File: src/rtl/ppc_regs.svh
// Register indices, field positions and reset values of the port pad control block.
// Byte address of a register is four times its index; included by the pad control modules.
`ifndef PPC_REGS_SVH
`define PPC_REGS_SVH

// ----------------------------------------------------------------------------
// Register indices
// ----------------------------------------------------------------------------
`define PPC_IDX_PA_DIR     9'h002
`define PPC_IDX_PB_DIR     9'h003
`define PPC_IDX_PE_DIR     9'h009
`define PPC_IDX_PULLUP     9'h00C
`define PPC_IDX_DRV_RED    9'h00D
`define PPC_IDX_PWM_CTL    9'h054
`define PPC_IDX_PP_DIR     9'h057
`define PPC_IDX_TIM_MASK2  9'h08D
`define PPC_IDX_PT_DIR     9'h0AF
`define PPC_IDX_PS_DIR     9'h0D7
`define PPC_IDX_PS_PULLDRV 9'h0D9
`define PPC_IDX_CAN_CTL    9'h13D
`define PPC_IDX_PS_DATA    9'h1F0
`define PPC_IDX_PT_DATA    9'h1F1
`define PPC_IDX_PERIPH_EN  9'h1F2
`define PPC_IDX_PWM_EN     9'h1F3

// ----------------------------------------------------------------------------
// Reset values and writable masks
// ----------------------------------------------------------------------------
`define PPC_RST_ZERO       8'h00
`define PPC_RST_PULLUP     8'hD0
`define PPC_MASK_PE_DIR    8'hFC
`define PPC_MASK_PULLUP    8'hD3
`define PPC_MASK_DRV_RED   8'h6B
`define PPC_MASK_PWM_CTL   8'h30
`define PPC_MASK_PS_PD     8'h77
`define PPC_MASK_CAN_CTL   8'h03
`define PPC_MASK_PWM_EN    8'h0F

// ----------------------------------------------------------------------------
// Field positions
// ----------------------------------------------------------------------------
`define PPC_PU_A           0
`define PPC_PU_B           1
`define PPC_PU_E           4
`define PPC_PU_G           6
`define PPC_PU_H           7
`define PPC_RD_A           0
`define PPC_RD_B           1
`define PPC_RD_E           3
`define PPC_RD_G           5
`define PPC_RD_H           6
`define PPC_PWM_PU         5
`define PPC_PWM_RD         4
`define PPC_TIM_PU         5
`define PPC_TIM_RD         4
`define PPC_CAN_PU         0
`define PPC_CAN_RD         1
`define PPC_EN_SCI1        0
`define PPC_EN_SCI0        1
`define PPC_EN_SPI         2
`define PPC_EN_TIMER       3
`define PPC_EN_PACC        4
`define PPC_WOM_SCI1       5
`define PPC_WOM_SCI0       6
`define PPC_WOM_SPI        7
`define PPC_PACC_PIN       7

`endif

File: src/rtl/ppc_pkg.sv
// Types shared by the port pad control modules.
// Assumes nothing of its surroundings.
package ppc_pkg;
    typedef logic [7:0] ppc_byte_t;
    typedef enum logic [1:0] {ppc_mode_single, ppc_mode_expanded, ppc_mode_periph} ppc_mode_t;
endpackage

File: src/rtl/ppc_sync.sv
// Two-stage synchroniser for a bundle of independent levels.
// Assumes each bit is a level that holds for several clock cycles.
`timescale 1ns/1ps
module ppc_sync #(
    parameter int W = 1
) (
    // Clock and reset
    input  wire logic         clk,
    input  wire logic         rst_n,
    // Levels
    input  wire logic [W-1:0] d,
    output logic      [W-1:0] q
);
    logic [W-1:0] meta_r;

    always_ff @(posedge clk or negedge rst_n) begin
        if (!rst_n) begin
            meta_r <= '0;
            q      <= '0;
        end else begin
            meta_r <= d;
            q      <= meta_r;
        end
    end
endmodule // ppc_sync

File: src/rtl/ppc_port_pad.sv
// Pad control for the serial and timer ports plus the pull and drive map of every port.
// Assumes an APB master on core_clk and peripherals on the same clock.
//
// Summary of operation
// Serial pins are GPIO unless their function enabled.
// Channel wired-OR drops high-side drive on pins 1:0/3:2.
// SPI wired-OR drops high-side drive on pins 7:4.
// Open drain applies to function and GPIO outputs.
// Serial groups reduce drive when bit set.
// Serial pull-up only on GPIO inputs, resets off.
// Serial GPIO outputs never get the pull-up.
// Timer and accumulator enables take over timer pins.
// Timer direction bit one is output, resets input.
// Timer pull-up bit pulls all timer inputs.
// Timer reduced-drive bit, always readable and writable.
// Reset pull-ups off except E, G, H; full drive.
// Load-select pin high pulls up, low pulls down.
// CAN bits 1:0 belong to the CAN controller.
// PWM enable routes modulator to pins 3:0.
// A/B direction registers hidden outside single-chip.
// Drive-reduce register written once, hidden in peripheral.
// Owning peripheral overrides data and direction.
`timescale 1ns/1ps
`include "ppc_regs.svh"
module ppc_port_pad #(
    parameter int ADDR_W = 12
) (
    // Clock and reset
    input  wire logic              core_clk,
    input  wire logic              nrst,
    // APB slave
    input  wire logic              psel,
    input  wire logic              penable,
    input  wire logic              pwrite,
    input  wire logic [ADDR_W-1:0] paddr,
    input  wire logic [31:0]       pwdata,
    output logic      [31:0]       prdata,
    output logic                   pready,
    output logic                   pslverr,
    // Mode straps
    input  wire logic              mode_expanded_pin,
    input  wire logic              mode_periph_pin,
    // Serial port pads and functions
    input  wire logic [7:0]        ps_in,
    output logic      [7:0]        ps_out,
    output logic      [7:0]        ps_oe,
    output logic      [7:0]        ps_pullup,
    output logic      [7:0]        ps_reduce,
    output logic      [7:0]        ps_level,
    input  wire logic [7:0]        ser_fn_out,
    input  wire logic [7:0]        ser_fn_oe,
    // Timer port pads and functions
    input  wire logic [7:0]        pt_in,
    output logic      [7:0]        pt_out,
    output logic      [7:0]        pt_oe,
    output logic      [7:0]        pt_pullup,
    output logic                   pt_reduce,
    output logic      [7:0]        pt_level,
    input  wire logic [7:0]        tim_fn_out,
    input  wire logic [7:0]        tim_fn_oe,
    // PWM port
    output logic      [7:0]        pp_dir,
    output logic      [3:0]        pp_pwm_sel,
    output logic                   pp_pullup,
    output logic                   pp_reduce,
    // Ports A, B, E, G, H pull and drive
    output logic      [7:0]        pa_dir,
    output logic      [7:0]        pb_dir,
    output logic      [7:0]        pe_dir,
    output logic      [2:0]        pabe_pullup,
    output logic      [4:0]        pabegh_reduce,
    input  wire logic              g_load_select_pin,
    input  wire logic              h_load_select_pin,
    output logic      [1:0]        gh_load_en,
    output logic      [1:0]        gh_load_up,
    // CAN port
    input  wire logic              can_tx_ctrl,
    input  wire logic              can_receive_pin,
    output logic                   can_transmit_pin,
    output logic                   can_rx_ctrl,
    output logic                   can_rx_pullup,
    output logic                   pcan_hi_pullup,
    output logic                   pcan_hi_reduce
);
    // ------------------------------------------------------------------------
    // Reset release and pin synchronisers
    // ------------------------------------------------------------------------
    logic        rst_n;
    logic [20:0] pins_q;

    ppc_sync #(.W(1)) u_rst_sync (
        .clk   (core_clk),
        .rst_n (nrst),
        .d     (1'b1),
        .q     (rst_n)
    );

    ppc_sync #(.W(21)) u_pin_sync (
        .clk   (core_clk),
        .rst_n (rst_n),
        .d     ({mode_periph_pin, mode_expanded_pin, h_load_select_pin, g_load_select_pin,
                 can_receive_pin, pt_in, ps_in}),
        .q     (pins_q)
    );

    // Straps are watched continuously; a change of mode takes effect two cycles later.
    function automatic ppc_pkg::ppc_mode_t mode_of(input logic [1:0] s);
        if (s[1])
            return ppc_pkg::ppc_mode_periph;
        else if (s[0])
            return ppc_pkg::ppc_mode_expanded;
        return ppc_pkg::ppc_mode_single;
    endfunction

    // Spreads three group bits over pins 1:0, 3:2 and 7:4.
    function automatic ppc_pkg::ppc_byte_t grp8(input logic [2:0] g);
        return {{4{g[2]}}, {2{g[1]}}, {2{g[0]}}};
    endfunction

    ppc_pkg::ppc_mode_t mode;
    logic               ab_vis;
    logic               drv_vis;

    assign mode    = mode_of(pins_q[20:19]);
    assign ab_vis  = (mode == ppc_pkg::ppc_mode_single);
    assign drv_vis = (mode != ppc_pkg::ppc_mode_periph);

    // ------------------------------------------------------------------------
    // Registers
    // ------------------------------------------------------------------------
    ppc_pkg::ppc_byte_t pa_dir_r, pb_dir_r, pe_dir_r, pullup_r, drv_red_r, pwm_ctl_r, pp_dir_r;
    ppc_pkg::ppc_byte_t tim_mask2_r, pt_dir_r, ps_dir_r, ps_pd_r, can_ctl_r;
    ppc_pkg::ppc_byte_t ps_data_r, pt_data_r, periph_en_r, pwm_en_r;
    logic               drv_written_r;
    logic [8:0]         idx;
    logic               hit;
    logic               wr;
    ppc_pkg::ppc_byte_t rd_val;
    ppc_pkg::ppc_byte_t wd;

    assign idx = paddr[10:2];
    assign wd  = pwdata[7:0];
    assign wr  = psel && penable && pwrite && pready && hit;

    always_comb begin
        hit    = (paddr[1:0] == 2'h0) && (paddr[ADDR_W-1:11] == '0);
        rd_val = `PPC_RST_ZERO;
        case (idx)
            `PPC_IDX_PA_DIR:     begin rd_val = pa_dir_r;    hit = hit && ab_vis; end
            `PPC_IDX_PB_DIR:     begin rd_val = pb_dir_r;    hit = hit && ab_vis; end
            `PPC_IDX_PE_DIR:     rd_val = pe_dir_r;
            `PPC_IDX_PULLUP:     rd_val = pullup_r;
            `PPC_IDX_DRV_RED:    begin rd_val = drv_red_r;   hit = hit && drv_vis; end
            `PPC_IDX_PWM_CTL:    rd_val = pwm_ctl_r;
            `PPC_IDX_PP_DIR:     rd_val = pp_dir_r;
            `PPC_IDX_TIM_MASK2:  rd_val = tim_mask2_r;
            `PPC_IDX_PT_DIR:     rd_val = pt_dir_r;
            `PPC_IDX_PS_DIR:     rd_val = ps_dir_r;
            `PPC_IDX_PS_PULLDRV: rd_val = ps_pd_r;
            `PPC_IDX_CAN_CTL:    rd_val = can_ctl_r;
            `PPC_IDX_PS_DATA:    rd_val = (ps_data_r & ps_dir_r) | (pins_q[7:0] & ~ps_dir_r);
            `PPC_IDX_PT_DATA:    rd_val = (pt_data_r & pt_dir_r) | (pins_q[15:8] & ~pt_dir_r);
            `PPC_IDX_PERIPH_EN:  rd_val = periph_en_r;
            `PPC_IDX_PWM_EN:     rd_val = pwm_en_r;
            default:             hit = 1'b0;
        endcase
    end

    // Zero-wait slave: the answer is prepared in the setup cycle.
    always_ff @(posedge core_clk or negedge rst_n) begin
        if (!rst_n) begin
            pready  <= 1'b0;
            pslverr <= 1'b0;
            prdata  <= 32'h0000_0000;
        end else begin
            pready  <= psel && !penable;
            pslverr <= psel && !penable && !hit;
            prdata  <= (psel && !penable && !pwrite) ? {24'h00_0000, rd_val} : 32'h0000_0000;
        end
    end

    always_ff @(posedge core_clk or negedge rst_n) begin
        if (!rst_n) begin
            pa_dir_r    <= `PPC_RST_ZERO;
            pb_dir_r    <= `PPC_RST_ZERO;
            pe_dir_r    <= `PPC_RST_ZERO;
            pullup_r    <= `PPC_RST_PULLUP;
            pwm_ctl_r   <= `PPC_RST_ZERO;
            pp_dir_r    <= `PPC_RST_ZERO;
            tim_mask2_r <= `PPC_RST_ZERO;
            pt_dir_r    <= `PPC_RST_ZERO;
            ps_dir_r    <= `PPC_RST_ZERO;
            ps_pd_r     <= `PPC_RST_ZERO;
            can_ctl_r   <= `PPC_RST_ZERO;
            ps_data_r   <= `PPC_RST_ZERO;
            pt_data_r   <= `PPC_RST_ZERO;
            periph_en_r <= `PPC_RST_ZERO;
            pwm_en_r    <= `PPC_RST_ZERO;
        end else if (wr) begin
            case (idx)
                `PPC_IDX_PA_DIR:     pa_dir_r    <= wd;
                `PPC_IDX_PB_DIR:     pb_dir_r    <= wd;
                `PPC_IDX_PE_DIR:     pe_dir_r    <= wd & `PPC_MASK_PE_DIR;
                `PPC_IDX_PULLUP:     pullup_r    <= wd & `PPC_MASK_PULLUP;
                `PPC_IDX_PWM_CTL:    pwm_ctl_r   <= wd & `PPC_MASK_PWM_CTL;
                `PPC_IDX_PP_DIR:     pp_dir_r    <= wd;
                `PPC_IDX_TIM_MASK2:  tim_mask2_r <= wd;
                `PPC_IDX_PT_DIR:     pt_dir_r    <= wd;
                `PPC_IDX_PS_DIR:     ps_dir_r    <= wd;
                `PPC_IDX_PS_PULLDRV: ps_pd_r     <= wd & `PPC_MASK_PS_PD;
                `PPC_IDX_CAN_CTL:    can_ctl_r   <= wd & `PPC_MASK_CAN_CTL;
                `PPC_IDX_PS_DATA:    ps_data_r   <= wd;
                `PPC_IDX_PT_DATA:    pt_data_r   <= wd;
                `PPC_IDX_PERIPH_EN:  periph_en_r <= wd;
                `PPC_IDX_PWM_EN:     pwm_en_r    <= wd & `PPC_MASK_PWM_EN;
                default:             ;
            endcase
        end
    end

    // A second write is dropped silently; it still completes without error.
    always_ff @(posedge core_clk or negedge rst_n) begin
        if (!rst_n) begin
            drv_red_r     <= `PPC_RST_ZERO;
            drv_written_r <= 1'b0;
        end else if (wr && idx == `PPC_IDX_DRV_RED && !drv_written_r) begin
            drv_red_r     <= wd & `PPC_MASK_DRV_RED;
            drv_written_r <= 1'b1;
        end
    end

    // ------------------------------------------------------------------------
    // Serial port pads
    // ------------------------------------------------------------------------
    ppc_pkg::ppc_byte_t s_own, s_wom, s_drv, s_en;

    assign s_own = grp8({periph_en_r[`PPC_EN_SPI], periph_en_r[`PPC_EN_SCI0],
                         periph_en_r[`PPC_EN_SCI1]});
    assign s_wom = grp8({periph_en_r[`PPC_WOM_SPI], periph_en_r[`PPC_WOM_SCI0],
                         periph_en_r[`PPC_WOM_SCI1]});
    assign s_drv = (s_own & ser_fn_out) | (~s_own & ps_data_r);
    assign s_en  = (s_own & ser_fn_oe) | (~s_own & ps_dir_r);

    // Only the low side drives in wired-OR mode, so a one releases the pad.
    always_ff @(posedge core_clk or negedge rst_n) begin
        if (!rst_n) begin
            ps_out    <= 8'h00;
            ps_oe     <= 8'h00;
            ps_pullup <= 8'h00;
            ps_reduce <= 8'h00;
            ps_level  <= 8'h00;
        end else begin
            ps_out    <= s_drv;
            ps_oe     <= s_en & ~(s_wom & s_drv);
            ps_pullup <= grp8(ps_pd_r[2:0]) & ~ps_dir_r & ~s_own;
            ps_reduce <= grp8(ps_pd_r[6:4]);
            ps_level  <= pins_q[7:0];
        end
    end

    // ------------------------------------------------------------------------
    // Timer port pads
    // ------------------------------------------------------------------------
    ppc_pkg::ppc_byte_t t_own, t_en;

    assign t_own = periph_en_r[`PPC_EN_TIMER] ? 8'hFF
                 : (8'(periph_en_r[`PPC_EN_PACC]) << `PPC_PACC_PIN);
    assign t_en  = (t_own & tim_fn_oe) | (~t_own & pt_dir_r);

    always_ff @(posedge core_clk or negedge rst_n) begin
        if (!rst_n) begin
            pt_out    <= 8'h00;
            pt_oe     <= 8'h00;
            pt_pullup <= 8'h00;
            pt_reduce <= 1'b0;
            pt_level  <= 8'h00;
        end else begin
            pt_out    <= (t_own & tim_fn_out) | (~t_own & pt_data_r);
            pt_oe     <= t_en;
            pt_pullup <= {8{tim_mask2_r[`PPC_TIM_PU]}} & ~t_en;
            pt_reduce <= tim_mask2_r[`PPC_TIM_RD];
            pt_level  <= pins_q[15:8];
        end
    end

    // ------------------------------------------------------------------------
    // Pull and drive map of the other ports
    // ------------------------------------------------------------------------
    always_ff @(posedge core_clk or negedge rst_n) begin
        if (!rst_n) begin
            pa_dir           <= 8'h00;
            pb_dir           <= 8'h00;
            pe_dir           <= 8'h00;
            pp_dir           <= 8'h00;
            pp_pwm_sel       <= 4'h0;
            pp_pullup        <= 1'b0;
            pp_reduce        <= 1'b0;
            pabe_pullup      <= 3'h0;
            pabegh_reduce    <= 5'h00;
            gh_load_en       <= 2'h0;
            gh_load_up       <= 2'h0;
            can_transmit_pin <= 1'b1;
            can_rx_ctrl      <= 1'b1;
            can_rx_pullup    <= 1'b0;
            pcan_hi_pullup   <= 1'b0;
            pcan_hi_reduce   <= 1'b0;
        end else begin
            pa_dir           <= pa_dir_r;
            pb_dir           <= pb_dir_r;
            pe_dir           <= pe_dir_r;
            pp_dir           <= pp_dir_r | {4'h0, pwm_en_r[3:0]};
            pp_pwm_sel       <= pwm_en_r[3:0];
            pp_pullup        <= pwm_ctl_r[`PPC_PWM_PU];
            pp_reduce        <= pwm_ctl_r[`PPC_PWM_RD];
            pabe_pullup      <= {pullup_r[`PPC_PU_E], pullup_r[`PPC_PU_B], pullup_r[`PPC_PU_A]};
            pabegh_reduce    <= {drv_red_r[`PPC_RD_H], drv_red_r[`PPC_RD_G], drv_red_r[`PPC_RD_E],
                                 drv_red_r[`PPC_RD_B], drv_red_r[`PPC_RD_A]};
            gh_load_en       <= {pullup_r[`PPC_PU_H], pullup_r[`PPC_PU_G]};
            gh_load_up       <= pins_q[18:17];
            can_transmit_pin <= can_tx_ctrl;
            can_rx_ctrl      <= pins_q[16];
            can_rx_pullup    <= 1'b1;
            pcan_hi_pullup   <= can_ctl_r[`PPC_CAN_PU];
            pcan_hi_reduce   <= can_ctl_r[`PPC_CAN_RD];
        end
    end
endmodule // ppc_port_pad

File: config.mk
export PLATFORM = sky130hd
export DESIGN_NAME = ppc_port_pad
export DESIGN_NICKNAME = d
export VERILOG_FILES = /design/src/rtl/ppc_pkg.sv /design/src/rtl/ppc_sync.sv /design/src/rtl/ppc_port_pad.sv
export VERILOG_INCLUDE_DIRS = /design/src /design/src/rtl
export SDC_FILE = /design/constraint.sdc
export NUM_CORES = 1
export LEC_CHECK = 0
export BUFFER_PORTS_ARGS = -buffer_cell sky130_fd_sc_hd__clkbuf_2
export CORE_MARGIN = 2
export CORE_UTILIZATION = 45
export DETAILED_ROUTE_END_ITERATION = 12
export PLACE_DENSITY = 0.69
export SLEW_MARGIN = 20
export SYNTH_ARGS = -nofsm -noshare
export SYNTH_HDL_FRONTEND = slang
export SYNTH_SLANG_ARGS = --single-unit
export TNS_END_PERCENT = 20
File: constraint.sdc
create_clock -name core_clk -period 12.3 [get_ports core_clk]
set_input_delay 3.69 -clock core_clk [delete_from_list [all_inputs] [get_ports core_clk]]
set_output_delay 3.69 -clock core_clk [all_outputs]
set_load 0.1 [all_outputs]
Word-level counts from Yosys, hierarchy flattened:

Index checks and enable logic that the tools add are counted.

* register bits after elaboration: 280
* input port bits: 103
* output and inout port bits: 162
* logic and storage cells: 142

* equality and inequality tests: 17
* mux-type cells: 9
* bitwise operators: 31
* reductions and logical operators: 35

Operators with widths (number)
* 8-bit bitwise AND: 17
* 8-bit case mux with 16 select lines: 1
* 8-bit NOT: 6
* 8-bit OR: 6
* 9-bit equality test, second input constant: 5
* 9-bit by 8-bit equality test with 1-bit output, second input constant: 4
* 2-bit AND reduction: 15
* 9-bit by 4-bit equality test with 1-bit output, second input constant: 3
* 9-bit by 2-bit equality test with 1-bit output, second input constant: 2
* 9-bit by 7-bit equality test with 1-bit output, second input constant: 2
* 8-bit two-way mux: 2
* 13-bit OR reduction: 1
* 1-bit logical AND: 12
* 8-bit by 4-bit OR with 8-bit output: 1
* 2-bit two-way mux: 3
* 1-bit logical NOT: 4
* 2-bit logical NOT: 2
* 1-bit case mux with 3 select lines: 1
* 1-bit two-way mux: 2
* 2-bit inequality test, second input constant: 1
* 2-bit OR reduction: 1
* 1-bit NOT: 1

Logic depth before layout (Yosys ltp):

* word-level depth: 9
* depth in mapped cells: 7
* depth with buffers taken out: 5

Cells and area by module:

Synthesis repeated with hierarchy kept, for this count alone.

* cells, all modules: 720
* area, all modules: 10583.9 um^2

By module, submodules not included
* ppc_port_pad: times used 1, cells an instance 676, area an instance 9482.8 um^2
* ppc_sync (u_pin_sync): times used 1, cells an instance 42, area an instance 1051.0 um^2
* ppc_sync (u_rst_sync): times used 1, cells an instance 2, area an instance 50.0 um^2

Least setup slack after synthesis:

OpenSTA, ideal clock, no wires.

* kind: input-to-reg
* start point: input port paddr[6]
* end point: register drv_red_r[0]
* library setup time: 0.125 ns
* arrival: 5.591 ns
* data required time: 12.175 ns
* slack: 6.584 ns
* stages on the path: 6
* path through: buf_6 -> or4_1 -> buf_2 -> or4_4 -> a41oi_4 -> mux2_2

* longest elaborated chain between the ends: 6
* elaborated cells between the ends (all ways): 22

RTL lines
* start, declared: line ppc_port_pad.sv:35 `input wire logic [ADDR_W-1:0] paddr,`
* 9-bit equality test (tied with other cells): line ppc_port_pad.sv:148 `case (idx)`
* 13-bit OR reduction (no line) / 2-bit OR reduction (equally long branches)
* 1-bit case mux with 3 select lines: line ppc_port_pad.sv:148
* 1-bit logical AND: line ppc_port_pad.sv:143 `assign wr = psel && penable && pwrite && pready && hit;`
* 1-bit logical AND (no line) (*)
* 1-bit logical AND (*): line ppc_port_pad.sv:226 `` end else if (wr && idx == `PPC_IDX_DRV_RED && !drv_written_r) begin ``
* end signal, assigned: line ppc_port_pad.sv:224 `` drv_red_r <= `PPC_RST_ZERO; ``
* end signal, assigned: line ppc_port_pad.sv:227 `` drv_red_r <= wd & `PPC_MASK_DRV_RED; ``
* end, declared: line ppc_port_pad.sv:131 `ppc_pkg::ppc_byte_t pa_dir_r, pb_dir_r, pe_dir_r, pullup_r, drv_red_r, pwm_ctl_r, pp_dir_r;`

Every way passes the cells marked *; elsewhere a longest branch is shown, timed or not.
A chain may end at the register's enable or synchronous reset.

Worst setup path after layout:

* start point: input port paddr[3]
* end point: register ps_pd_r[4]

* longest elaborated chain between the ends: 5
* elaborated cells between the ends (all ways): 21

RTL lines
* 9-bit equality test (tied with other cells): line ppc_port_pad.sv:148
* 13-bit OR reduction (no line) / 2-bit OR reduction (equally long branches)
* 1-bit case mux with 3 select lines: line ppc_port_pad.sv:148
* 1-bit logical AND: line ppc_port_pad.sv:143
* 2-bit AND reduction (no line) (*)
* end signal, assigned: line ppc_port_pad.sv:193 `` ps_pd_r <= `PPC_RST_ZERO; ``
* end signal, assigned: line ppc_port_pad.sv:210 `` `PPC_IDX_PS_PULLDRV: ps_pd_r <= wd & `PPC_MASK_PS_PD; ``
* end, declared: line ppc_port_pad.sv:132 `ppc_pkg::ppc_byte_t tim_mask2_r, pt_dir_r, ps_dir_r, ps_pd_r, can_ctl_r;`

Marked as above.

==> impl_results.md <==
* Post-synthesis mux area share at 15.3%
* Worst-path clk slew at 0.06 ns
* Post-synth EDFFs at 0
* Netlist Area Pre-Place at 10500 um2
* CP arrival at 6.38 ns
* Placed cells at 1213
* Routed WL per cell at 20.6 um
* First-pass GRT wire length at 39.4 mm
* Setup_tns at 0 ns
* Commonest non-fill, non-tap cell in the layout: dfrtp_1
* Max Freq at 168 MHz
* Synth warn at 0
* Vias at 6744
* CP startpoint kind: primary input
* DR top layer: met4
* Pwr dens at 149 nW/um2
* Post-CTS resize count at 0
* Fill cells at 1894
* WL met3 at 2.00 mm
* Final count of hold timing violations at 0
* Syn_area_per_cell at 14.6 um2
* Clock root buffer: clkbuf_16
* # clock sinks at 278
* Synth area leader: dfrtp_1
* Post-synthesis compound-gate area fraction at 7.24%
* P&R area growth vs syn at 20.6%
* Static Leakage at 0.00628 uW
* Hold WC Path Type: flip-flop to asynchronous set/reset pin
* Antenna diodes at 0
* Port buffer count at 214
* Clock Skew at 0.00910 ns
* Fin crit share at 48.5%
* Fin nets at 1034
* Final min period at 5.96 ns
* Worst Path Required at 12.72 ns
* Crit path largest cell delay at 0.81 ns
* Final GP Congestion at 0.891
* Synthesized flop and latch total at 278
* Post-DP HPWL at 18.6 mm
* Top_reg_cell synth: dfrtp_1
* Slew Limit Fails at 0
* Crit path max-delay family: simple AND/OR/NAND/NOR gates
* CORE AREA at 22800 um2
* Die area at 24600 um2
* Critical-path top delay cell: nor3_1
* Commonest non-fill, non-tap cells in the layout: dfrtp_1, clkbuf_2, mux2_2
* Antenna violations before repair at 0
* H-tree depth at 1
* Setup Fix Bufs, Post-CTS at 0
* Worst-margin pin slew at 0.970 ns
* Critical path peak fanout at 23
* Drt drc at 0
* GRT overflow at 0
* Unrepaired setup endpoints after global routing: false
* Slew margin rel. at 33.7%
* Die Wd at 157 um
* Final setup violation count at 0
* Worst path cell trace: clkbuf_2 -> or4bb_1 -> nor3_1 -> nand2_1 -> mux2_2
* CTS Buf Count at 29
* Top flop regs: u_pin_sync.meta_r (21), u_pin_sync.q (21)
* Initial DRC count at 494
* CTS tree: done
* Worst path bufs/invs at 1
* Reg2Reg Setup Slack at 9.83 ns
* Cells on worst reg2reg path at 5
* Synth Area in Adders at 0%
* Die H at 157 um
* Detailed Route WL at 26.0 mm
* Clock Path Buffers at 3
* Asr flop ratio synth at 100%
* CP startpoint: paddr[3]
* Vias in the first global route at 6677
* Initial Util at 46.1%
* Main combinational cell family by area after synthesis: multiplexers
* DRT met1 WL at 11.2 mm
* Ranking of synthesized cells by area: dfrtp_1, mux2_2, buf_4
* FP Rows at 55
* Setup crit end kind: flip-flop
* GRT Util Overall at 21.3%
* Maximum vdd drop at 0.0907 mV
* Largest net degree at the start of global routing at 166
* DRT Pass-1 Iters at 5
* RR Endpoint: pb_dir_r[4]
* Share of cells above drive strength 1 at 43.4%
* Max-capacitance violation count at 0
* Netlist cell types at 69
* Sequential share of the synthesized area at 66.3%
* Via/cell ratio at 5.34
* Post-synthesis simple-gate area fraction at 7.45%
* Cells after synthesis at 720
* Residual antenna-violating net count after detailed routing at 0
* Hold_buf cts at 0
* Cell Count, Final, Fillers Out at 1262
* CP Class: primary input to flip-flop
* Status: complete, no violations
* Latest clock arrival within the worst-skew pair at 0.54 ns
* Routed wl met2 at 12.2 mm
* Post-synth top area share at 65.0%
* Boundary Pins at 265
* XOR/XNOR share of the synthesized area at 0%
* R2R Path Start: pready
## worst max-delay path by stage
stage | depth (start not counted) | slack [ns] | end
2_1_floorplan | 0 | 3.99 | can_ctl_r[0]
3_5_place_dp | 5 | 5.88 | ps_pd_r[4]
5_1_grt | 6 | 6.31 | periph_en_r[3]
4_1_cts | 5 | 6.42 | ps_pd_r[4]
3_3_place_gp | 5 | 5.89 | ps_pd_r[5]
6_report | 5 | 6.34 | ps_pd_r[4]
## where the power goes
group          total, uW  internal, uW  switching (uW)
combinational        123          18.1             105
clock                834           492             342
sequential           933           927            6.33
## per-layer routing
metal  GRT usage (%)  vias up
met1            29.7     3421
li1                -     2985
met4            6.73        0
met3            4.71       44
met2            33.3      294
met5               0        -
## cells in the mapped netlist (5+ instances only)
| cell | n |
|---|---|
| a21oi_1 | 17 |
| nand3_1 | 12 |
| buf_4 | 31 |
| or3_1 | 5 |
| mux2i_1 | 15 |
| dfstp_2 | 5 |
| dfrtp_1 | 273 |
| a22oi_1 | 13 |
| nand2b_1 | 5 |
| a2111oi_0 | 6 |
| and2_1 | 6 |
| mux2_2 | 128 |
| a31oi_1 | 7 |
| nor2b_1 | 7 |
| nor2_1 | 32 |
| nor3_1 | 7 |
| a221oi_1 | 6 |
| clkbuf_1 | 26 |
| a211oi_1 | 7 |
| nand4b_1 | 6 |
| nand2_1 | 16 |
| a22o_1 | 5 |
## per-stage QoR
stage | area (um2) | utilization [%] | setup WS [ns] | hold slack, ns | total power (uW)
5_1_grt | 12700 | 55.6 | 6.31 | 0.344 | 1960
3_3_place_gp | 11800 | 51.6 | 5.89 | 0.319 | 1070
2_1_floorplan | 10600 | - | 3.99 | 0.331 | 1050
4_1_cts | 12700 | 55.6 | 6.42 | 0.327 | 1910
3_5_place_dp | 11800 | 51.6 | 5.88 | 0.328 | 1070
6_report | 12700 | 55.6 | 6.34 | 0.308 | 1890
## final cells by class
| type | instances | area, um2 | share of cell area (%) |
|---|---|---|---|
| clock buffers | 42 | 845 | 6.67 |
| well taps | 313 | 392 | 3.09 |
| inverters | 5 | 18.8 | 0.148 |
| flip-flops and latches | 278 | 6970 | 55.0 |
| multi-input cells | 399 | 3270 | 25.8 |
| clock inverters | 7 | 66.3 | 0.524 |
| repair buffers | 218 | 1110 | 8.79 |
## worst register-to-register path, stage by stage, from the launching register on
cell     delay, ns
dfrtp_1       0.34
nand4_1       0.17
nor4_4        0.73
nand2_1       0.21
a41oi_4       0.51
mux2_2        0.40
## logic make-up (layout without fill, tap and decap cells)
| logic type | count (synthesis) | count (layout) |
|---|---|---|
| AOI/OAI and AO/OA | 95 | 95 |
| buffers and inverters | 69 | 272 |
| DFF | 278 | 278 |
| muxes | 144 | 144 |
| other | 2 | 28 |
| and+or+nand+nor | 132 | 132 |
Power figures use the tool's default switching activity.
